## src/hw/cpm_pkg.sv

```systemverilog
package cpm_pkg;

  // apb geometry
  localparam int APB_AW = 12;
  localparam int APB_DW = 32;

  // register indices; byte address is four times the index
  localparam logic [9:0] REG_PLL_IDX = 10'h010;
  localparam logic [9:0] REG_DIV_IDX = 10'h1E0;
  localparam logic [9:0] REG_SRC_IDX = 10'h1E1;
  localparam logic [9:0] REG_NV_IDX = 10'h1F0;
  localparam logic [11:0] ADDR_PLL = {REG_PLL_IDX, 2'h0};
  localparam logic [11:0] ADDR_DIV = {REG_DIV_IDX, 2'h0};
  localparam logic [11:0] ADDR_SRC = {REG_SRC_IDX, 2'h0};
  localparam logic [11:0] ADDR_NV = {REG_NV_IDX, 2'h0};

  // field positions
  localparam int PLL_PWR_LSB = 0;
  localparam int PFD_POL_BIT = 7;
  localparam int DIV_LSB = 0;
  localparam int BYPASS_BIT = 0;
  localparam int NV_SAVE_BIT = 0;
  localparam int NV_LOAD_BIT = 1;
  localparam int NV_VALID_BIT = 2;
  localparam int NV_BUSY_BIT = 3;

  // reset values
  localparam logic [7:0] RST_PLL = 8'h01;
  localparam logic [7:0] RST_DIV = 8'h00;
  localparam logic [7:0] RST_SRC = 8'h00;

  // field codes
  localparam logic [1:0] PWR_NORMAL = 2'h0;
  localparam logic [1:0] PWR_ASYNC_PD = 2'h1;
  localparam logic [2:0] DIV_RATIO_BYPASS = 3'h1;
  localparam logic [2:0] DIV_RATIO_DEFAULT = 3'h2;

  // nonvolatile image: three config bytes and a marker byte
  localparam logic [1:0] NV_LAST_CFG = 2'h2;
  localparam logic [1:0] NV_MARK_IDX = 2'h3;
  localparam logic [7:0] NV_MAGIC = 8'hA5;

  typedef enum logic [1:0] {
    PLL_RUN = 2'b00,
    PLL_ASYNC_OFF = 2'b01,
    PLL_HALTED = 2'b10
  } cpm_pll_state_t;

  typedef enum logic [1:0] {
    NV_IDLE = 2'b00,
    NV_SAVE = 2'b01,
    NV_LOAD = 2'b10,
    NV_BOOT = 2'b11
  } cpm_nv_state_t;

endpackage

```

## src/hw/cpm_nv_store.sv

```systemverilog
`timescale 1ns/1ns
module cpm_nv_store (
  input wire logic i_clk_sys,
  input wire logic i_we,
  input wire logic [1:0] i_addr,
  input wire logic [7:0] i_wdata,
  output logic [7:0] o_rdata,
  output logic o_valid
);
  import cpm_pkg::*;

  // models nonvolatile cells: deliberately untouched by reset
  logic [7:0] mem [0:3];

  always_ff @(posedge i_clk_sys) begin
    if (i_we) begin
      mem[i_addr] <= i_wdata;
    end
  end

  assign o_rdata = mem[i_addr];
  assign o_valid = (mem[NV_MARK_IDX] == NV_MAGIC);
endmodule

```

## src/hw/cpm_mode_decode.sv

```systemverilog
`timescale 1ns/1ns
module cpm_mode_decode (
  input wire logic [1:0] i_pll_power,
  input wire logic i_bypass,
  input wire logic [2:0] i_div_code,
  output cpm_pkg::cpm_pll_state_t o_pll_state,
  output logic [2:0] o_div_ratio,
  output logic o_prescaler_feed
);
  import cpm_pkg::*;

  always_comb begin
    case (i_pll_power)
      PWR_NORMAL: o_pll_state = PLL_RUN;
      PWR_ASYNC_PD: o_pll_state = PLL_ASYNC_OFF;
      // undescribed codes keep the loop inactive
      default: o_pll_state = PLL_HALTED;
    endcase
  end

  always_comb begin
    if (i_bypass) begin
      o_div_ratio = DIV_RATIO_BYPASS;
    end else begin
      case (i_div_code)
        3'h0: o_div_ratio = DIV_RATIO_DEFAULT;
        3'h1: o_div_ratio = 3'h3;
        3'h2: o_div_ratio = 3'h4;
        3'h3: o_div_ratio = 3'h5;
        3'h4: o_div_ratio = 3'h6;
        default: o_div_ratio = 3'h1;
      endcase
    end
  end

  // vco enters the feedback prescaler only on the divider route
  assign o_prescaler_feed = (o_pll_state == PLL_RUN) && !i_bypass;
endmodule

```

## src/hw/cpm_clock_path_cfg.sv

```systemverilog
// Behaviour
// power field code 01 puts the pll in async power-down, 00 runs it.
// the pfd polarity bit selects positive (clear) or negative (set).
// source bit 0 set routes the clock past the vco divider.
// otherwise the vco divider applies, and code 000 means divide by 2.
// reset leaves pll powered down, divider code 000, divider in path; a valid nonvolatile image replaces these after release.
// software keeps sources above the channel limit off the bypass.
// with pll on and divider routed, the vco feeds the prescaler.
// settings can be saved to and restored from nonvolatile storage.
// undescribed power codes leave the pll loop inactive.
//
// Register access over APB was left to the implementer.
`timescale 1ns/1ns
module cpm_clock_path_cfg (
  input wire logic i_clk_sys,
  input wire logic i_reset,
  input wire logic i_psel,
  input wire logic i_penable,
  input wire logic i_pwrite,
  input wire logic [cpm_pkg::APB_AW-1:0] i_paddr,
  input wire logic [cpm_pkg::APB_DW-1:0] i_pwdata,
  input wire logic [3:0] i_pstrb,
  output logic [cpm_pkg::APB_DW-1:0] o_prdata,
  output logic o_pready,
  output logic o_pslverr,
  output logic o_pll_enable,
  output logic o_pll_power_down,
  output logic o_pll_halted,
  output logic o_pfd_negative,
  output logic o_div_bypass,
  output logic [2:0] o_vco_div_ratio,
  output logic o_prescaler_feed,
  output logic o_nv_busy
);
  import cpm_pkg::*;

  ////////////////////////////////////////////////////////////////////////
  // register bus decode

  logic [7:0] reg_pll;
  logic [7:0] reg_div;
  logic [7:0] reg_src;
  logic [7:0] next_reg_pll;
  logic [7:0] next_reg_div;
  logic [7:0] next_reg_src;
  logic [31:0] next_prdata;
  logic next_pready;
  logic next_pslverr;
  logic hit_pll;
  logic hit_div;
  logic hit_src;
  logic hit_nv;
  logic mapped;
  logic access;
  logic fire;
  logic wr_fire;
  logic save_req;
  logic load_req;

  cpm_nv_state_t nv_state;
  cpm_nv_state_t next_nv_state;
  logic [1:0] nv_idx;
  logic [1:0] next_nv_idx;
  logic nv_we;
  logic [7:0] nv_wdata;
  logic [7:0] nv_rdata;
  logic nv_valid;
  logic nv_busy;
  logic [7:0] cur_byte;

  assign hit_pll = (i_paddr == ADDR_PLL);
  assign hit_div = (i_paddr == ADDR_DIV);
  assign hit_src = (i_paddr == ADDR_SRC);
  assign hit_nv = (i_paddr == ADDR_NV);
  assign mapped = hit_pll | hit_div | hit_src | hit_nv;
  assign access = i_psel & i_penable;
  assign fire = access & o_pready;
  // only byte lane 0 carries register data
  assign wr_fire = fire & i_pwrite & i_pstrb[0];
  assign save_req = wr_fire & hit_nv & i_pwdata[NV_SAVE_BIT];
  assign load_req = wr_fire & hit_nv & i_pwdata[NV_LOAD_BIT];
  assign nv_busy = (nv_state != NV_IDLE);

  ////////////////////////////////////////////////////////////////////////
  // apb answer: one wait state, longer while the store is busy

  always_comb begin
    // stalling rather than refusing keeps saves and writes ordered
    next_pready = access & !o_pready & !nv_busy;
    next_pslverr = 1'b0;
    next_prdata = 32'h0000_0000;
    if (next_pready) begin
      next_pslverr = !mapped;
      if (!i_pwrite) begin
        if (hit_pll) begin
          next_prdata = {24'h00_0000, reg_pll};
        end else if (hit_div) begin
          next_prdata = {24'h00_0000, reg_div};
        end else if (hit_src) begin
          next_prdata = {24'h00_0000, reg_src};
        end else if (hit_nv) begin
          next_prdata[NV_VALID_BIT] = nv_valid;
        end
      end
    end
  end

  always_ff @(posedge i_clk_sys) begin
    if (i_reset) begin
      o_pready <= 1'b0;
      o_pslverr <= 1'b0;
      o_prdata <= 32'h0000_0000;
    end else begin
      o_pready <= next_pready;
      o_pslverr <= next_pslverr;
      o_prdata <= next_prdata;
    end
  end

  ////////////////////////////////////////////////////////////////////////
  // nonvolatile save and restore sequencer

  always_comb begin
    case (nv_idx)
      2'h0: cur_byte = reg_pll;
      2'h1: cur_byte = reg_div;
      default: cur_byte = reg_src;
    endcase
  end

  always_comb begin
    next_nv_state = nv_state;
    next_nv_idx = nv_idx;
    nv_we = 1'b0;
    nv_wdata = 8'h00;
    case (nv_state)
      NV_BOOT: begin
        // a valid image overrides the reset defaults after release
        next_nv_idx = 2'h0;
        next_nv_state = nv_valid ? NV_LOAD : NV_IDLE;
      end
      NV_IDLE: begin
        next_nv_idx = 2'h0;
        if (save_req) begin
          next_nv_state = NV_SAVE;
        end else if (load_req && nv_valid) begin
          next_nv_state = NV_LOAD;
        end
      end
      NV_SAVE: begin
        nv_we = 1'b1;
        // marker goes last, so a partial first image never reads valid; a resave keeps the old marker until its last cycle
        nv_wdata = (nv_idx == NV_MARK_IDX) ? NV_MAGIC : cur_byte;
        if (nv_idx == NV_MARK_IDX) begin
          next_nv_state = NV_IDLE;
          next_nv_idx = 2'h0;
        end else begin
          next_nv_idx = nv_idx + 2'h1;
        end
      end
      NV_LOAD: begin
        if (nv_idx == NV_LAST_CFG) begin
          next_nv_state = NV_IDLE;
          next_nv_idx = 2'h0;
        end else begin
          next_nv_idx = nv_idx + 2'h1;
        end
      end
      default: begin
        next_nv_state = NV_IDLE;
        next_nv_idx = 2'h0;
      end
    endcase
  end

  cpm_nv_store u_store (
    .i_clk_sys(i_clk_sys),
    .i_we(nv_we),
    .i_addr(nv_idx),
    .i_wdata(nv_wdata),
    .o_rdata(nv_rdata),
    .o_valid(nv_valid)
  );

  ////////////////////////////////////////////////////////////////////////
  // configuration registers

  always_comb begin
    next_reg_pll = reg_pll;
    next_reg_div = reg_div;
    next_reg_src = reg_src;
    if (nv_state == NV_LOAD) begin
      case (nv_idx)
        2'h0: next_reg_pll = nv_rdata;
        2'h1: next_reg_div = nv_rdata;
        default: next_reg_src = nv_rdata;
      endcase
    end else if (wr_fire) begin
      if (hit_pll) begin
        next_reg_pll = i_pwdata[7:0];
      end
      if (hit_div) begin
        next_reg_div = i_pwdata[7:0];
      end
      if (hit_src) begin
        next_reg_src = i_pwdata[7:0];
      end
    end
  end

  ////////////////////////////////////////////////////////////////////////
  // mode decode; outputs track the registers in the same edge

  cpm_pll_state_t dec_state;
  logic [2:0] dec_ratio;
  logic dec_feed;

  cpm_mode_decode u_decode (
    .i_pll_power(next_reg_pll[PLL_PWR_LSB+:2]),
    .i_bypass(next_reg_src[BYPASS_BIT]),
    .i_div_code(next_reg_div[DIV_LSB+:3]),
    .o_pll_state(dec_state),
    .o_div_ratio(dec_ratio),
    .o_prescaler_feed(dec_feed)
  );

  always_ff @(posedge i_clk_sys) begin
    if (i_reset) begin
      reg_pll <= RST_PLL;
      reg_div <= RST_DIV;
      reg_src <= RST_SRC;
      nv_state <= NV_BOOT;
      nv_idx <= 2'h0;
      o_pll_enable <= 1'b0;
      o_pll_power_down <= 1'b1;
      o_pll_halted <= 1'b0;
      o_pfd_negative <= 1'b0;
      o_div_bypass <= 1'b0;
      o_vco_div_ratio <= DIV_RATIO_DEFAULT;
      o_prescaler_feed <= 1'b0;
      o_nv_busy <= 1'b1;
    end else begin
      reg_pll <= next_reg_pll;
      reg_div <= next_reg_div;
      reg_src <= next_reg_src;
      nv_state <= next_nv_state;
      nv_idx <= next_nv_idx;
      o_pll_enable <= (dec_state == PLL_RUN);
      o_pll_power_down <= (dec_state == PLL_ASYNC_OFF);
      o_pll_halted <= (dec_state == PLL_HALTED);
      o_pfd_negative <= next_reg_pll[PFD_POL_BIT];
      o_div_bypass <= next_reg_src[BYPASS_BIT];
      o_vco_div_ratio <= dec_ratio;
      o_prescaler_feed <= dec_feed;
      o_nv_busy <= (next_nv_state != NV_IDLE);
    end
  end
endmodule

```

## config.mk

```make
export PLATFORM = sky130hd
export DESIGN_NAME = cpm_clock_path_cfg
export DESIGN_NICKNAME = d
export VERILOG_FILES = /design/src/hw/cpm_pkg.sv /design/src/hw/cpm_nv_store.sv /design/src/hw/cpm_mode_decode.sv /design/src/hw/cpm_clock_path_cfg.sv
export SDC_FILE = /design/constraint.sdc
export NUM_CORES = 1
export LEC_CHECK = 0
export BUFFER_PORTS_ARGS = -buffer_cell sky130_fd_sc_hd__buf_2
export CAP_MARGIN = 20
export CORE_ASPECT_RATIO = 1.75
export CORE_MARGIN = 2
export CORE_UTILIZATION = 30
export DETAILED_ROUTE_END_ITERATION = 10
export GPL_TIMING_DRIVEN = 0
export SLEW_MARGIN = 15
export SYNTH_ARGS = -nofsm -noshare
export SYNTH_HDL_FRONTEND = slang
export SYNTH_HIERARCHICAL = 1
export SYNTH_SLANG_ARGS = --single-unit
```

## constraint.sdc

```tcl
create_clock -name i_clk_sys -period 3.15 [get_ports i_clk_sys]
set_input_delay 0.315 -clock i_clk_sys [delete_from_list [all_inputs] [get_ports i_clk_sys]]
set_output_delay 0.315 -clock i_clk_sys [all_outputs]
set_load 0.005 [all_outputs]
```

==> results of run 1 <==
[state kept, by name, indices dropped and copies added, names as in the netlist]
signal,flops
nv_idx,2
nv_state,2
o_div_bypass,1
o_nv_busy,1
o_pfd_negative,1
o_pll_enable,1
o_pll_halted,1
o_pll_power_down,1
o_prdata,8
o_pready,1
o_prescaler_feed,1
o_pslverr,1
o_vco_div_ratio,3
reg_div,8
reg_pll,7
reg_src,7
u_store/mem,32
[area by class of cell]
| type | instances | area [µm²] | share of cell area |
|---|---|---|---|
| plain buffers | 40 | 254.0 | 0.05447 |
| clock buffers | 11 | 264.0 | 0.05661 |
| clock inverters | 5 | 36.28 | 0.007781 |
| inverters | 6 | 22.52 | 0.004830 |
| multi-input cells | 247 | 1774 | 0.3805 |
| flip-flops and latches | 78 | 1882 | 0.4035 |
| well taps | 168 | 210.2 | 0.04508 |
| repair buffers | 44 | 220.2 | 0.04722 |
[power breakdown]
part | total, W | switching (W) | internal, W
logic | 0.000962 | 0.000552 | 0.000410
clock network | 0.00103 | 0.000426 | 0.000608
registers | 0.00134 | 0.000102 | 0.00124
[layer usage]
| layer | wire length (µm) | vias up | GRT usage |
|---|---|---|---|
| met5 | 0 | - | 0 |
| met4 | 354 | 0 | 0.08742 |
| met3 | 533 | 29 | 0.03221 |
| met2 | 5782 | 138 | 0.2850 |
| met1 | 3596 | 1436 | 0.1493 |
| li1 | - | 1420 | - |
[stage by stage]
step | worst slack (ns) | cell area, µm² | hold slack (ns)
3_3_place_gp | 0.1111 | 4355 | 0.4568
3_5_place_dp | 0.06803 | 4360 | 0.4633
4_1_cts | 0.1747 | 4661 | 0.2812
2_1_floorplan | 0.6411 | 3925 | 0.4485
6_report | 0.3946 | 4663 | 0.2895
5_1_grt | 0.2487 | 4663 | 0.2978
[cells by family after synthesis]
| kind of cell | count (synthesis) |
|---|---|
| and+or+nand+nor | 119 |
| AOI/OAI and AO/OA | 79 |
| DFF | 78 |
| buffers and inverters | 46 |
| muxes | 15 |
| adders and majority gates | 10 |
| other | 1 |
[path summary, 6_finish.rpt]
| check | from | endpoint | slack [ns] | depth (start not counted) |
|---|---|---|---|---|
| setup / recovery | nv_state[0] | o_vco_div_ratio[2] | 0.39 | 10 |
| hold / removal | i_pwdata[6] | reg_pll[6] | 0.29 | 2 |
| setup reg to reg | nv_state[0] | o_vco_div_ratio[2] | 0.39 | 10 |
| hold reg to reg | o_pready | o_pready | 0.47 | 1 |
[worst max-delay path, stage by stage, from the launching register on]
cell	delay, ns
sky130_fd_sc_hd__dfxtp_1	0.35
sky130_fd_sc_hd__inv_1	0.10
sky130_fd_sc_hd__ha_1	0.17
sky130_fd_sc_hd__clkbuf_1	0.36
sky130_fd_sc_hd__and2_1	0.19
sky130_fd_sc_hd__clkbuf_1	0.33
sky130_fd_sc_hd__a21oi_2	0.15
sky130_fd_sc_hd__a221o_1	0.39
sky130_fd_sc_hd__or3b_1	0.41
sky130_fd_sc_hd__a21oi_2	0.11
sky130_fd_sc_hd__nor2b_1	0.12
[cell usage in the layout (no fill, tap or decap), types with 6 or more instances in the layout]
master and count:
sky130_fd_sc_hd__a21oi_1 14, sky130_fd_sc_hd__a222oi_1 7, sky130_fd_sc_hd__a22oi_1 12, sky130_fd_sc_hd__buf_2 46, sky130_fd_sc_hd__buf_4 25, sky130_fd_sc_hd__clkbuf_1 11, sky130_fd_sc_hd__clkbuf_16 10, sky130_fd_sc_hd__conb_1 24
sky130_fd_sc_hd__dfxtp_1 46, sky130_fd_sc_hd__edfxtp_1 32, sky130_fd_sc_hd__ha_1 10, sky130_fd_sc_hd__inv_1 6, sky130_fd_sc_hd__mux2i_1 6, sky130_fd_sc_hd__mux4_2 6, sky130_fd_sc_hd__nand2_1 24, sky130_fd_sc_hd__nor2_1 42
sky130_fd_sc_hd__nor2b_1 8, sky130_fd_sc_hd__nor3_1 6, sky130_fd_sc_hd__o221a_2 13
==> report_table.html, run 1 <==
<table>
<tr><th>Metric</th><th>Value</th></tr>
<tr><th colspan="2">Timing</th></tr>
<tr><td>Count of endpoints failing hold in the final timing report</td><td>0</td></tr>
<tr><td>Unrepaired setup endpoints after global routing</td><td>no</td></tr>
<tr><td>Final worst-path cycle share</td><td>0.8747</td></tr>
<tr><td>Measured slew at the worst slew-check pin</td><td>0.7879 ns</td></tr>
<tr><td>Layout Skew</td><td>0.008656 ns</td></tr>
<tr><td>Highest attainable clock frequency</td><td>approximately 0.36 GHz</td></tr>
<tr><td>Minimum period implied by the final worst setup slack</td><td>2.755 ns</td></tr>
<tr><td>Number of slew-limit violations in the final report</td><td>0</td></tr>
<tr><td>Final setup fails</td><td>0</td></tr>
<tr><td>Relative max-transition margin</td><td>0.4699</td></tr>
<tr><td>Setup tns final</td><td>0 ns</td></tr>
<tr><th colspan="2">Clocking</th></tr>
<tr><td>Number of levels the H-tree was split into</td><td>3</td></tr>
<tr><td>Clk_lat worst skew</td><td>0.34 ns</td></tr>
<tr><td>Number of hold buffers added after cts</td><td>0</td></tr>
<tr><td>Number of buffers inserted during clock tree synthesis</td><td>9</td></tr>
<tr><td>Num Clock Sinks</td><td>78</td></tr>
<tr><td>TritonCTS clock tree</td><td>yes</td></tr>
<tr><td>CTS root buffer</td><td>sky130_fd_sc_hd__clkbuf_16</td></tr>
<tr><td>Clock Tree Buf Depth</td><td>2</td></tr>
<tr><td>Post-CTS Setup Repair Bufs</td><td>0</td></tr>
<tr><td>Count of cells resized by post-cts repair</td><td>0</td></tr>
<tr><td>Clock-pin slew reported for the worst setup and hold paths after clock tree synthesis</td><td>around 0.06 ns</td></tr>
<tr><th colspan="2">Place</th></tr>
<tr><td>Number of buffers added on ports</td><td>44</td></tr>
<tr><td>RD Place Congestion</td><td>0.8682</td></tr>
<tr><td>Number of placed instances, taps included</td><td>583</td></tr>
<tr><td>HPWL reported at the end of detailed placement</td><td>7803 µm</td></tr>
<tr><th colspan="2">Floorplan</th></tr>
<tr><td># rows</td><td>54</td></tr>
<tr><td>Die Span Y</td><td>153.6 µm</td></tr>
<tr><td>Die Outline Area</td><td>13750 µm²</td></tr>
<tr><td>Initial standard-cell utilization of the core</td><td>0.3071</td></tr>
<tr><td>Die Width</td><td>89.51 µm</td></tr>
<tr><td>Ports</td><td>97</td></tr>
<tr><td>Core Region</td><td>12500 µm²</td></tr>
<tr><th colspan="2">Yosys</th></tr>
<tr><td>Number of distinct library cells after synthesis</td><td>60</td></tr>
<tr><td>Flops &amp; latches, synth</td><td>78</td></tr>
<tr><td>Average cell area after synthesis</td><td>11.03 µm²</td></tr>
<tr><td>Number of warnings issued by yosys</td><td>6</td></tr>
<tr><td>Synth Area in Compound Gates</td><td>0.1666</td></tr>
<tr><td>Netlist area before placement</td><td>3839 µm²</td></tr>
<tr><td>Post-Syn Instances</td><td>348</td></tr>
<tr><td>Number of synthesized flops with an enable pin</td><td>32</td></tr>
<tr><td>Area fraction in and, or, nand and nor cells after synthesis</td><td>0.1701</td></tr>
<tr><td>Synthesized-area fraction occupied by adder cells</td><td>0.03259</td></tr>
<tr><td>Multiplexer fraction of the synthesized cell area</td><td>0.06747</td></tr>
<tr><td>Top cell types by occurrence after synthesis</td><td>sky130_fd_sc_hd__dfxtp_1, sky130_fd_sc_hd__nor2_1, sky130_fd_sc_hd__edfxtp_1, sky130_fd_sc_hd__buf_4, sky130_fd_sc_hd__nand2_1</td></tr>
<tr><td>Part of the Yosys area used for sequential elements</td><td>0.4902</td></tr>
<tr><td>Top post-synthesis cells by area</td><td>sky130_fd_sc_hd__edfxtp_1, sky130_fd_sc_hd__dfxtp_1, sky130_fd_sc_hd__buf_4</td></tr>
<tr><td>Post-synthesis xor/xnor area fraction</td><td>0</td></tr>
<tr><td>Top cell type by total area after synthesis</td><td>sky130_fd_sc_hd__edfxtp_1</td></tr>
<tr><td>Dominant cell by count in the synthesized netlist</td><td>sky130_fd_sc_hd__dfxtp_1</td></tr>
<tr><td>Yosys top cell area share</td><td>0.2503</td></tr>
<tr><td>Main combinational cell family by area after synthesis</td><td>simple AND/OR/NAND/NOR gates</td></tr>
<tr><td>Ys flop type</td><td>sky130_fd_sc_hd__dfxtp_1</td></tr>
<tr><td>Synth async-reset ratio</td><td>0</td></tr>
<tr><th colspan="2">Critical path</th></tr>
<tr><td>Class of the most critical setup path</td><td>register to register</td></tr>
<tr><td>Arr. time, crit path</td><td>3.03 ns</td></tr>
<tr><td>Highest fanout seen on the critical path</td><td>10</td></tr>
<tr><td>Launching element type of the critical path</td><td>register</td></tr>
<tr><td>Worst EP required</td><td>3.43 ns</td></tr>
<tr><td>Crit. End Element</td><td>register</td></tr>
<tr><th colspan="2">Cells and area</th></tr>
<tr><td>Final core utilization</td><td>0.3731</td></tr>
<tr><td>Antenna cells</td><td>0</td></tr>
<tr><td>Filler-free cell count of the finished design</td><td>~600</td></tr>
<tr><td>Layout-stage area growth over the synthesis result</td><td>21.48%</td></tr>
<tr><td>Fraction of layout instances using a drive strength above 1</td><td>0.2831</td></tr>
<tr><td>Net count reported at finish</td><td>489</td></tr>
<tr><td>FILL cells</td><td>1230</td></tr>
<tr><th colspan="2">GRT</th></tr>
<tr><td>Number of global-route vias before repair</td><td>3019</td></tr>
<tr><td>Global route overflow</td><td>0</td></tr>
<tr><td>First-pass GRT wire length</td><td>15730 µm</td></tr>
<tr><td>Maximum number of pins on one net before global-route repair</td><td>15</td></tr>
<tr><td>Antenna violations before repair</td><td>0</td></tr>
<tr><td>Global Route Usage Sum</td><td>0.1538</td></tr>
<tr><th colspan="2">Drt</th></tr>
<tr><td>Count of nets left with antenna violations after detail routing</td><td>0</td></tr>
<tr><td>Total Routed Length</td><td>10270 µm</td></tr>
<tr><td>Vias per cell</td><td>5.047</td></tr>
<tr><td>Count of unresolved DRC violations after routing</td><td>0</td></tr>
<tr><td>Iteration-0 DRC count of the detailed router</td><td>229</td></tr>
<tr><td>Router iterations before antenna repair</td><td>5</td></tr>
<tr><td>Average wire length per cell after detail routing</td><td>approximately 17 µm</td></tr>
<tr><td>Vias</td><td>3023</td></tr>
<tr><th colspan="2">Pwr</th></tr>
<tr><td>Post-layout total power</td><td>0.003333 W</td></tr>
<tr><td>Leakage power figure</td><td>1.786 nW</td></tr>
<tr><td>Maximum VDD drop</td><td>0.2320 mV</td></tr>
<tr><td>PD cells</td><td>about 710 nW/µm²</td></tr>
<tr><th colspan="2">Run status</th></tr>
<tr><td>Status</td><td>finished clean</td></tr>
<tr><th colspan="2">Run</th></tr>
<tr><td>Max-Cap Viols</td><td>0</td></tr>
<tr><th colspan="2">Worst hold path</th></tr>
<tr><td>Min-delay worst type</td><td>primary input to register</td></tr>
</table>
Note: power is estimated with default switching activity, not from simulation.
==> inputs of run 2 (changes only) <==
--- a/config.mk
+++ b/config.mk
@@ -12,6 +12,7 @@
 export CORE_UTILIZATION = 30
 export DETAILED_ROUTE_END_ITERATION = 10
 export GPL_TIMING_DRIVEN = 0
+export MAX_ROUTING_LAYER = met4
 export SLEW_MARGIN = 15
 export SYNTH_ARGS = -nofsm -noshare
 export SYNTH_HDL_FRONTEND = slang
==> report_table.html, run 2 (synthesis results as in run 1) <==
<table>
<tr><th>Metric</th><th>Value</th></tr>
<tr><th colspan="2">Timing</th></tr>
<tr><td>Final setup fails</td><td>0</td></tr>
<tr><td>Minimum period implied by the final worst setup slack</td><td>between 2 and 3 ns</td></tr>
<tr><td>Setup tns final</td><td>0 ns</td></tr>
<tr><td>Count of endpoints failing hold in the final timing report</td><td>0</td></tr>
<tr><td>Measured slew at the worst slew-check pin</td><td>approximately 0.84 ns</td></tr>
<tr><td>Final worst slack</td><td>0.3902 ns</td></tr>
<tr><td>Final worst-path cycle share</td><td>0.8761</td></tr>
<tr><td>Layout Skew</td><td>0.01146 ns</td></tr>
<tr><td>Highest attainable clock frequency</td><td>approximately 0.36 GHz</td></tr>
<tr><td>Unrepaired setup endpoints after global routing</td><td>no</td></tr>
<tr><td>Number of slew-limit violations in the final report</td><td>0</td></tr>
<tr><td>Post-route worst hold slack</td><td>0.2920 ns</td></tr>
<tr><td>Relative max-transition margin</td><td>0.4345</td></tr>
<tr><th colspan="2">Drt</th></tr>
<tr><td>Average wire length per cell after detail routing</td><td>around 17 µm</td></tr>
<tr><td>Router iterations before antenna repair</td><td>6</td></tr>
<tr><td>Iteration-0 DRC count of the detailed router</td><td>~230</td></tr>
<tr><td>Vias</td><td>a little over 3000</td></tr>
<tr><td>Total Routed Length</td><td>between 10000 and 15000 µm</td></tr>
<tr><td>Count of nets left with antenna violations after detail routing</td><td>0</td></tr>
<tr><td>Vias per cell</td><td>5.053</td></tr>
<tr><td>Count of unresolved DRC violations after routing</td><td>0</td></tr>
<tr><th colspan="2">Run status</th></tr>
<tr><td>Status</td><td>finished clean</td></tr>
<tr><th colspan="2">Floorplan</th></tr>
<tr><td>Die Outline Area</td><td>13750 µm²</td></tr>
<tr><td>Die Span Y</td><td>153.6 µm</td></tr>
<tr><td># rows</td><td>54</td></tr>
<tr><td>Initial standard-cell utilization of the core</td><td>0.3071</td></tr>
<tr><td>Die Width</td><td>89.51 µm</td></tr>
<tr><td>Core Region</td><td>12500 µm²</td></tr>
<tr><td>Ports</td><td>97</td></tr>
<tr><th colspan="2">Clocking</th></tr>
<tr><td>Clock Tree Buf Depth</td><td>2</td></tr>
<tr><td>Number of buffers inserted during clock tree synthesis</td><td>9</td></tr>
<tr><td>Count of cells resized by post-cts repair</td><td>0</td></tr>
<tr><td>Post-CTS Setup Repair Bufs</td><td>0</td></tr>
<tr><td>Clock-pin slew reported for the worst setup and hold paths after clock tree synthesis</td><td>0.07 ns</td></tr>
<tr><td>Clk_lat worst skew</td><td>0.34 ns</td></tr>
<tr><td>Number of hold buffers added after cts</td><td>0</td></tr>
<tr><td>TritonCTS clock tree</td><td>yes</td></tr>
<tr><td>CTS root buffer</td><td>sky130_fd_sc_hd__clkbuf_16</td></tr>
<tr><td>Number of levels the H-tree was split into</td><td>3</td></tr>
<tr><td>Num Clock Sinks</td><td>a little under 80</td></tr>
<tr><th colspan="2">Cells and area</th></tr>
<tr><td>Net count reported at finish</td><td>489</td></tr>
<tr><td>Registers with the most flip-flops</td><td>u_store/mem (32), o_prdata (8), reg_div (8)</td></tr>
<tr><td>Antenna cells</td><td>0</td></tr>
<tr><td>Fraction of layout instances using a drive strength above 1</td><td>0.2831</td></tr>
<tr><td>Largest Register</td><td>u_store/mem</td></tr>
<tr><td>FILL cells</td><td>1230</td></tr>
<tr><td>Final core utilization</td><td>0.3731</td></tr>
<tr><td>Max reg flops</td><td>32</td></tr>
<tr><td>Layout-stage area growth over the synthesis result</td><td>21.48%</td></tr>
<tr><td>Top library cells by usage in the layout, fill and taps aside</td><td>sky130_fd_sc_hd__buf_2, sky130_fd_sc_hd__dfxtp_1, sky130_fd_sc_hd__nor2_1, sky130_fd_sc_hd__edfxtp_1, sky130_fd_sc_hd__buf_4</td></tr>
<tr><td>Post-layout instance area</td><td>4663 µm²</td></tr>
<tr><th colspan="2">Place</th></tr>
<tr><td>HPWL reported at the end of detailed placement</td><td>7803 µm</td></tr>
<tr><td>Worst slack at placement</td><td>between 0.06 and 0.07 ns</td></tr>
<tr><td>Number of buffers added on ports</td><td>44</td></tr>
<tr><td>Post-placement cell area</td><td>4360 µm²</td></tr>
<tr><td>RD Place Congestion</td><td>0.8823</td></tr>
<tr><th colspan="2">Critical path</th></tr>
<tr><td>Crit. End Element</td><td>register</td></tr>
<tr><td>Cell repeated most along the worst path</td><td>sky130_fd_sc_hd__a21oi_2</td></tr>
<tr><td>Ordered cell list for the critical path</td><td>buf_2 -&gt; or4_4 -&gt; nor4_4 -&gt; a21oi_2 -&gt; a221o_1 -&gt; or3b_1 -&gt; a21oi_2 -&gt; nor2b_1</td></tr>
<tr><td>Arr. time, crit path</td><td>~3.0 ns</td></tr>
<tr><td>Slowest Stage Delay on Critical Path</td><td>0.74 ns</td></tr>
<tr><td>Worst EP required</td><td>roughly 3.4 ns</td></tr>
<tr><td>Highest fanout seen on the critical path</td><td>10</td></tr>
<tr><td>Master of the slowest instance on the critical path</td><td>sky130_fd_sc_hd__nor4_4</td></tr>
<tr><td>Launching element type of the critical path</td><td>primary input</td></tr>
<tr><td>Class of the most critical setup path</td><td>primary input to register</td></tr>
<tr><th colspan="2">GRT</th></tr>
<tr><td>Maximum number of pins on one net before global-route repair</td><td>15</td></tr>
<tr><td>Antenna violations before repair</td><td>0</td></tr>
<tr><td>Number of global-route vias before repair</td><td>3019</td></tr>
<tr><td>First-pass GRT wire length</td><td>15760 µm</td></tr>
<tr><td>Global route overflow</td><td>0</td></tr>
<tr><td>Global Route Usage Sum</td><td>0.1585</td></tr>
<tr><th colspan="2">Pwr</th></tr>
<tr><td>PD cells</td><td>713.8 nW/µm²</td></tr>
<tr><td>Leakage power figure</td><td>1.786 nW</td></tr>
<tr><td>Maximum VDD drop</td><td>0.2271 mV</td></tr>
<tr><th colspan="2">Run</th></tr>
<tr><td>Max-Cap Viols</td><td>0</td></tr>
<tr><th colspan="2">Worst hold path</th></tr>
<tr><td>Min-delay worst type</td><td>primary input to register</td></tr>
</table>
==> run 2: critical path, delay by kind of cell <==
kind / cells / cell delay, ns
compound gates: 3 / 0.76
buf+inv: 1 / 0.11
simple gates: 4 / 1.84
==> run 2: layer usage <==
layer / global-route usage / part of all wire / wire length, µm / vias to the layer above
li1: - / - / - / 1424
met1: 0.1503 / 0.35 / 3621 / 1449
met2: 0.2843 / 0.57 / 5787 / 132
met3: 0.03543 / 0.053 / 543 / 22
met4: 0.08529 / 0.028 / 286 / 0
met5: - / 0 / 0 / -
==> run 2: cell type report <==
type	instances	area [µm²]	area share
Sequential cell	78	1882	0.4035
Multi-Input combinational cell	247	1774	0.3805
Clock buffer	11	264.0	0.05661
Buffer	40	254.0	0.05447
Timing Repair Buffer	44	220.2	0.04722
Tap cell	168	210.2	0.04508
Clock inverter	5	36.28	0.007781
Inverter	6	22.52	0.004830
==> run 2: through the flow <==
step / power, W / std cells
floorplan: 0.002005 / 371
global placement: 0.002278 / 583
detailed placement: 0.002305 / 583
CTS: 0.003340 / 599
global route: 0.003499 / 599
finish: 0.003329 / 599
==> run 2: final timing paths <==
path                                  start                 end  slack, ns  cells past startpoint
worst min-delay path            i_pwdata[6]          reg_pll[6]       0.29                      2
worst max register to register  nv_state[0]  o_vco_div_ratio[2]       0.40                     10
worst min register to register     o_pready            o_pready       0.47                      1
worst max-delay path             i_paddr[1]  o_vco_div_ratio[2]       0.39                      8
==> run 2: report_power, final <==
part	leakage, nW	internal, W	switching, W
clock network	0.148	0.000608	0.000422
registers	0.661	0.00124	0.000102
logic	0.977	0.000410	0.000551
==> inputs of run 3 (changes only) <==
--- a/config.mk
+++ b/config.mk
@@ -5,6 +5,7 @@
 export SDC_FILE = /design/constraint.sdc
 export NUM_CORES = 1
 export LEC_CHECK = 0
+export ABC_AREA = 1
 export BUFFER_PORTS_ARGS = -buffer_cell sky130_fd_sc_hd__buf_2
 export CAP_MARGIN = 20
 export CORE_ASPECT_RATIO = 1.75
==> report_table.html, run 3 <==
<table>
<tr><th>Metric</th><th>Value</th></tr>
<tr><th colspan="2">Clocking</th></tr>
<tr><td>Number of buffers inserted during clock tree synthesis</td><td>9</td></tr>
<tr><td>Post-CTS Setup Repair Bufs</td><td>0</td></tr>
<tr><td>TritonCTS clock tree</td><td>yes</td></tr>
<tr><td>Clock Tree Buf Depth</td><td>2</td></tr>
<tr><td>Clk_lat worst skew</td><td>0.33 ns</td></tr>
<tr><td>Number of levels the H-tree was split into</td><td>3</td></tr>
<tr><td>Num Clock Sinks</td><td>between 70 and 80</td></tr>
<tr><td>Number of hold buffers added after cts</td><td>0</td></tr>
<tr><td>Clock-pin slew reported for the worst setup and hold paths after clock tree synthesis</td><td>0.06 ns</td></tr>
<tr><td>Count of cells resized by post-cts repair</td><td>0</td></tr>
<tr><td>CTS root buffer</td><td>sky130_fd_sc_hd__clkbuf_16</td></tr>
<tr><th colspan="2">GRT</th></tr>
<tr><td>Global Route Usage Sum</td><td>0.1716</td></tr>
<tr><td>Maximum number of pins on one net before global-route repair</td><td>15</td></tr>
<tr><td>Antenna violations before repair</td><td>0</td></tr>
<tr><td>Number of global-route vias before repair</td><td>~3700</td></tr>
<tr><td>Global route overflow</td><td>0</td></tr>
<tr><td>First-pass GRT wire length</td><td>18900 µm</td></tr>
<tr><th colspan="2">Cells and area</th></tr>
<tr><td>Fraction of layout instances using a drive strength above 1</td><td>0.2055</td></tr>
<tr><td>Antenna cells</td><td>0</td></tr>
<tr><td>Most common cell after layout, fill and taps aside</td><td>sky130_fd_sc_hd__nand2_1</td></tr>
<tr><td>Registers with the most flip-flops</td><td>u_store/mem (32), o_prdata (8), reg_div (8)</td></tr>
<tr><td>Layout-stage area growth over the synthesis result</td><td>20.05%</td></tr>
<tr><td>Top library cells by usage in the layout, fill and taps aside</td><td>sky130_fd_sc_hd__nand2_1, sky130_fd_sc_hd__nor2_1, sky130_fd_sc_hd__buf_2, sky130_fd_sc_hd__dfxtp_1, sky130_fd_sc_hd__inv_1</td></tr>
<tr><td>Net count reported at finish</td><td>676</td></tr>
<tr><td>Final core utilization</td><td>0.3703</td></tr>
<tr><td>Max reg flops</td><td>32</td></tr>
<tr><td>Flip-flop and latch area</td><td>1882 µm²</td></tr>
<tr><td>Largest Register</td><td>u_store/mem</td></tr>
<tr><td>FILL cells</td><td>1423</td></tr>
<tr><td>Area of the multi-input gates</td><td>about 1900 µm²</td></tr>
<tr><th colspan="2">Critical path</th></tr>
<tr><td>Depth of the most critical reg-to-reg path</td><td>10</td></tr>
<tr><td>Beginning of the critical path</td><td>nv_state[0]</td></tr>
<tr><td>Cell repeated most along the worst path</td><td>sky130_fd_sc_hd__inv_1</td></tr>
<tr><td>Worst EP required</td><td>3.37 ns</td></tr>
<tr><td>Master of the slowest instance on the critical path</td><td>sky130_fd_sc_hd__clkbuf_1</td></tr>
<tr><td>Worst setup path endpoint</td><td>o_vco_div_ratio[1]</td></tr>
<tr><td>Critical Path Stages</td><td>10</td></tr>
<tr><td>Slowest Stage Delay on Critical Path</td><td>0.48 ns</td></tr>
<tr><td>Endpoint of the lowest-slack register-to-register path</td><td>o_vco_div_ratio[1]</td></tr>
<tr><td>Class of the most critical setup path</td><td>register to register</td></tr>
<tr><td>Start of the worst register-to-register path</td><td>nv_state[0]</td></tr>
<tr><td>Crit. End Element</td><td>register</td></tr>
<tr><td>Ordered cell list for the critical path</td><td>inv_1 -&gt; ha_1 -&gt; inv_1 -&gt; clkbuf_1 -&gt; o211ai_1 -&gt; nand2_1 -&gt; inv_1 -&gt; nand3_1 -&gt; inv_1 -&gt; or2_2</td></tr>
<tr><td>Arr. time, crit path</td><td>2.57 ns</td></tr>
<tr><td>Cell family contributing the most delay on the critical path</td><td>buffers and inverters</td></tr>
<tr><td>Launching element type of the critical path</td><td>register</td></tr>
<tr><td>Sum of buffers and inverters on the critical path</td><td>5</td></tr>
<tr><td>Minimum setup slack among reg-to-reg paths</td><td>~0.8 ns</td></tr>
<tr><td>Highest fanout seen on the critical path</td><td>10</td></tr>
<tr><th colspan="2">Timing</th></tr>
<tr><td>Highest attainable clock frequency</td><td>around 0.43 GHz</td></tr>
<tr><td>Measured slew at the worst slew-check pin</td><td>0.8406 ns</td></tr>
<tr><td>Relative max-transition margin</td><td>0.4366</td></tr>
<tr><td>Final worst-path cycle share</td><td>0.7444</td></tr>
<tr><td>Number of slew-limit violations in the final report</td><td>0</td></tr>
<tr><td>Final worst slack</td><td>0.8051 ns</td></tr>
<tr><td>Minimum period implied by the final worst setup slack</td><td>2.345 ns</td></tr>
<tr><td>Layout Skew</td><td>0.007960 ns</td></tr>
<tr><td>Setup tns final</td><td>0 ns</td></tr>
<tr><td>Final setup fails</td><td>0</td></tr>
<tr><td>Count of endpoints failing hold in the final timing report</td><td>0</td></tr>
<tr><td>Unrepaired setup endpoints after global routing</td><td>no</td></tr>
<tr><th colspan="2">Drt</th></tr>
<tr><td>Vias per cell</td><td>4.697</td></tr>
<tr><td>Vias</td><td>3720</td></tr>
<tr><td>Average wire length per cell after detail routing</td><td>approximately 15 µm</td></tr>
<tr><td>Router iterations before antenna repair</td><td>5</td></tr>
<tr><td>Wire length on met1</td><td>4271 µm</td></tr>
<tr><td>Met2 routed WL</td><td>6507 µm</td></tr>
<tr><td>Iteration-0 DRC count of the detailed router</td><td>206</td></tr>
<tr><td>Top routing layer in use</td><td>met4</td></tr>
<tr><td>Total Routed Length</td><td>12050 µm</td></tr>
<tr><td>Count of nets left with antenna violations after detail routing</td><td>0</td></tr>
<tr><td>Detail Route met3 WL</td><td>597 µm</td></tr>
<tr><td>Count of unresolved DRC violations after routing</td><td>0</td></tr>
<tr><th colspan="2">Floorplan</th></tr>
<tr><td>Die Width</td><td>92.90 µm</td></tr>
<tr><td>Ports</td><td>97</td></tr>
<tr><td>Die Outline Area</td><td>about 15000 µm²</td></tr>
<tr><td># rows</td><td>56</td></tr>
<tr><td>Initial standard-cell utilization of the core</td><td>0.3084</td></tr>
<tr><td>Die Span Y</td><td>around 160 µm</td></tr>
<tr><td>Core Region</td><td>approximately 13000 µm²</td></tr>
<tr><th colspan="2">Yosys</th></tr>
<tr><td>Top cell types by occurrence after synthesis</td><td>sky130_fd_sc_hd__nand2_1, sky130_fd_sc_hd__nor2_1, sky130_fd_sc_hd__dfxtp_1, sky130_fd_sc_hd__inv_1, sky130_fd_sc_hd__edfxtp_1</td></tr>
<tr><td>Netlist area before placement</td><td>4149 µm²</td></tr>
<tr><td>Average cell area after synthesis</td><td>7.770 µm²</td></tr>
<tr><td>Post-Syn Instances</td><td>roughly 530</td></tr>
<tr><td>Synth async-reset ratio</td><td>0</td></tr>
<tr><td>Number of synthesized flops with an enable pin</td><td>32</td></tr>
<tr><td>Number of warnings issued by yosys</td><td>6</td></tr>
<tr><td>Flops &amp; latches, synth</td><td>78</td></tr>
<tr><td>Top cell type by total area after synthesis</td><td>sky130_fd_sc_hd__edfxtp_1</td></tr>
<tr><td>Yosys top cell area share</td><td>0.2316</td></tr>
<tr><td>Top post-synthesis cells by area</td><td>sky130_fd_sc_hd__edfxtp_1, sky130_fd_sc_hd__dfxtp_1, sky130_fd_sc_hd__nand2_1</td></tr>
<tr><td>Dominant cell by count in the synthesized netlist</td><td>sky130_fd_sc_hd__nand2_1</td></tr>
<tr><td>Number of distinct library cells after synthesis</td><td>41</td></tr>
<tr><td>Ys flop type</td><td>sky130_fd_sc_hd__dfxtp_1</td></tr>
<tr><td>Part of the Yosys area used for sequential elements</td><td>0.4536</td></tr>
<tr><th colspan="2">Place</th></tr>
<tr><td>Worst slack at placement</td><td>0.8342 ns</td></tr>
<tr><td>HPWL reported at the end of detailed placement</td><td>between 9000 and 10000 µm</td></tr>
<tr><td>Number of buffers added on ports</td><td>44</td></tr>
<tr><td>RD Place Congestion</td><td>about 0.9</td></tr>
<tr><th colspan="2">Pwr</th></tr>
<tr><td>Post-layout total power</td><td>0.002579 W</td></tr>
<tr><td>Leakage power figure</td><td>2.269 nW</td></tr>
<tr><td>PD cells</td><td>between 500 and 600 nW/µm²</td></tr>
<tr><td>Maximum VDD drop</td><td>0.4257 mV</td></tr>
<tr><th colspan="2">Run status</th></tr>
<tr><td>Status</td><td>finished clean</td></tr>
<tr><th colspan="2">Run</th></tr>
<tr><td>Max-Cap Viols</td><td>0</td></tr>
<tr><th colspan="2">Worst hold path</th></tr>
<tr><td>Min-delay worst type</td><td>primary input to register</td></tr>
</table>
[run 3: where the power goes]
group	leakage [nW]	internal, W	switching [W]
sequential	0.664	0.00110	0.0000296
combinational	1.46	0.000144	0.000278
clock	0.143	0.000614	0.000411
[run 3: worst min path at each step]
| stage | from | end | slack, ns | depth (start not counted) |
|---|---|---|---|---|
| 2_1_floorplan | reg_pll[0] | o_prdata[0] | 0.46 | 2 |
| 5_1_grt | i_pwdata[0] | reg_pll[0] | 0.38 | 3 |
| 6_report | i_pwdata[0] | reg_pll[0] | 0.34 | 3 |
| 3_3_place_gp | reg_pll[5] | reg_pll[5] | 0.50 | 2 |
| 4_1_cts | i_pwdata[0] | reg_pll[0] | 0.33 | 3 |
| 3_5_place_dp | reg_pll[6] | o_prdata[6] | 0.51 | 2 |
[run 3: cells by family (layout without fill, tap and decap cells)]
logic type                 after synthesis  count (layout)  synth area share
and+or+nand+nor                        258             258            0.2690
AOI/OAI and AO/OA                       95              95            0.1306
buffers and inverters                   92             153            0.1158
DFF                                     78              78            0.4536
adders and majority gates               10              10           0.03016
other                                    1              24         0.0009038
[run 3: per-stage QoR]
stage	std cells	hold slack [ns]	cell area, µm²
floorplan	557	0.4566	4235
global placement	775	0.5009	4673
detailed placement	776	0.5053	4683
CTS	792	0.3340	4981
global route	792	0.3827	4981
finish	792	0.3407	4981
[run 3: area by class of cell]
cell class / instances / area share
sequential: 78 / 0.3778
clock buffer: 9 / 0.04521
clock inverter: 7 / 0.01457
multi-input combinational: 387 / 0.3770
tap: 174 / 0.04371
inverter: 53 / 0.04145
buffer: 39 / 0.05501
timing repair buffer: 45 / 0.04521
[run 3: worst reg2reg max path, cell delays in order, from the launching register on]
cell and delay (ns):
sky130_fd_sc_hd__dfxtp_1 0.41, sky130_fd_sc_hd__inv_1 0.10, sky130_fd_sc_hd__ha_1 0.21, sky130_fd_sc_hd__inv_1 0.23, sky130_fd_sc_hd__clkbuf_1 0.48, sky130_fd_sc_hd__o211ai_1 0.21
sky130_fd_sc_hd__nand2_1 0.15, sky130_fd_sc_hd__inv_1 0.08, sky130_fd_sc_hd__nand3_1 0.08, sky130_fd_sc_hd__inv_1 0.03, sky130_fd_sc_hd__or2_2 0.26
[run 3: layer usage]
| metal | vias up | track usage |
|---|---|---|
| li1 | 1865 | - |
| met4 | 0 | 0.1197 |
| met3 | 42 | 0.02603 |
| met2 | 151 | 0.3076 |
| met5 | - | - |
| met1 | 1662 | 0.1634 |
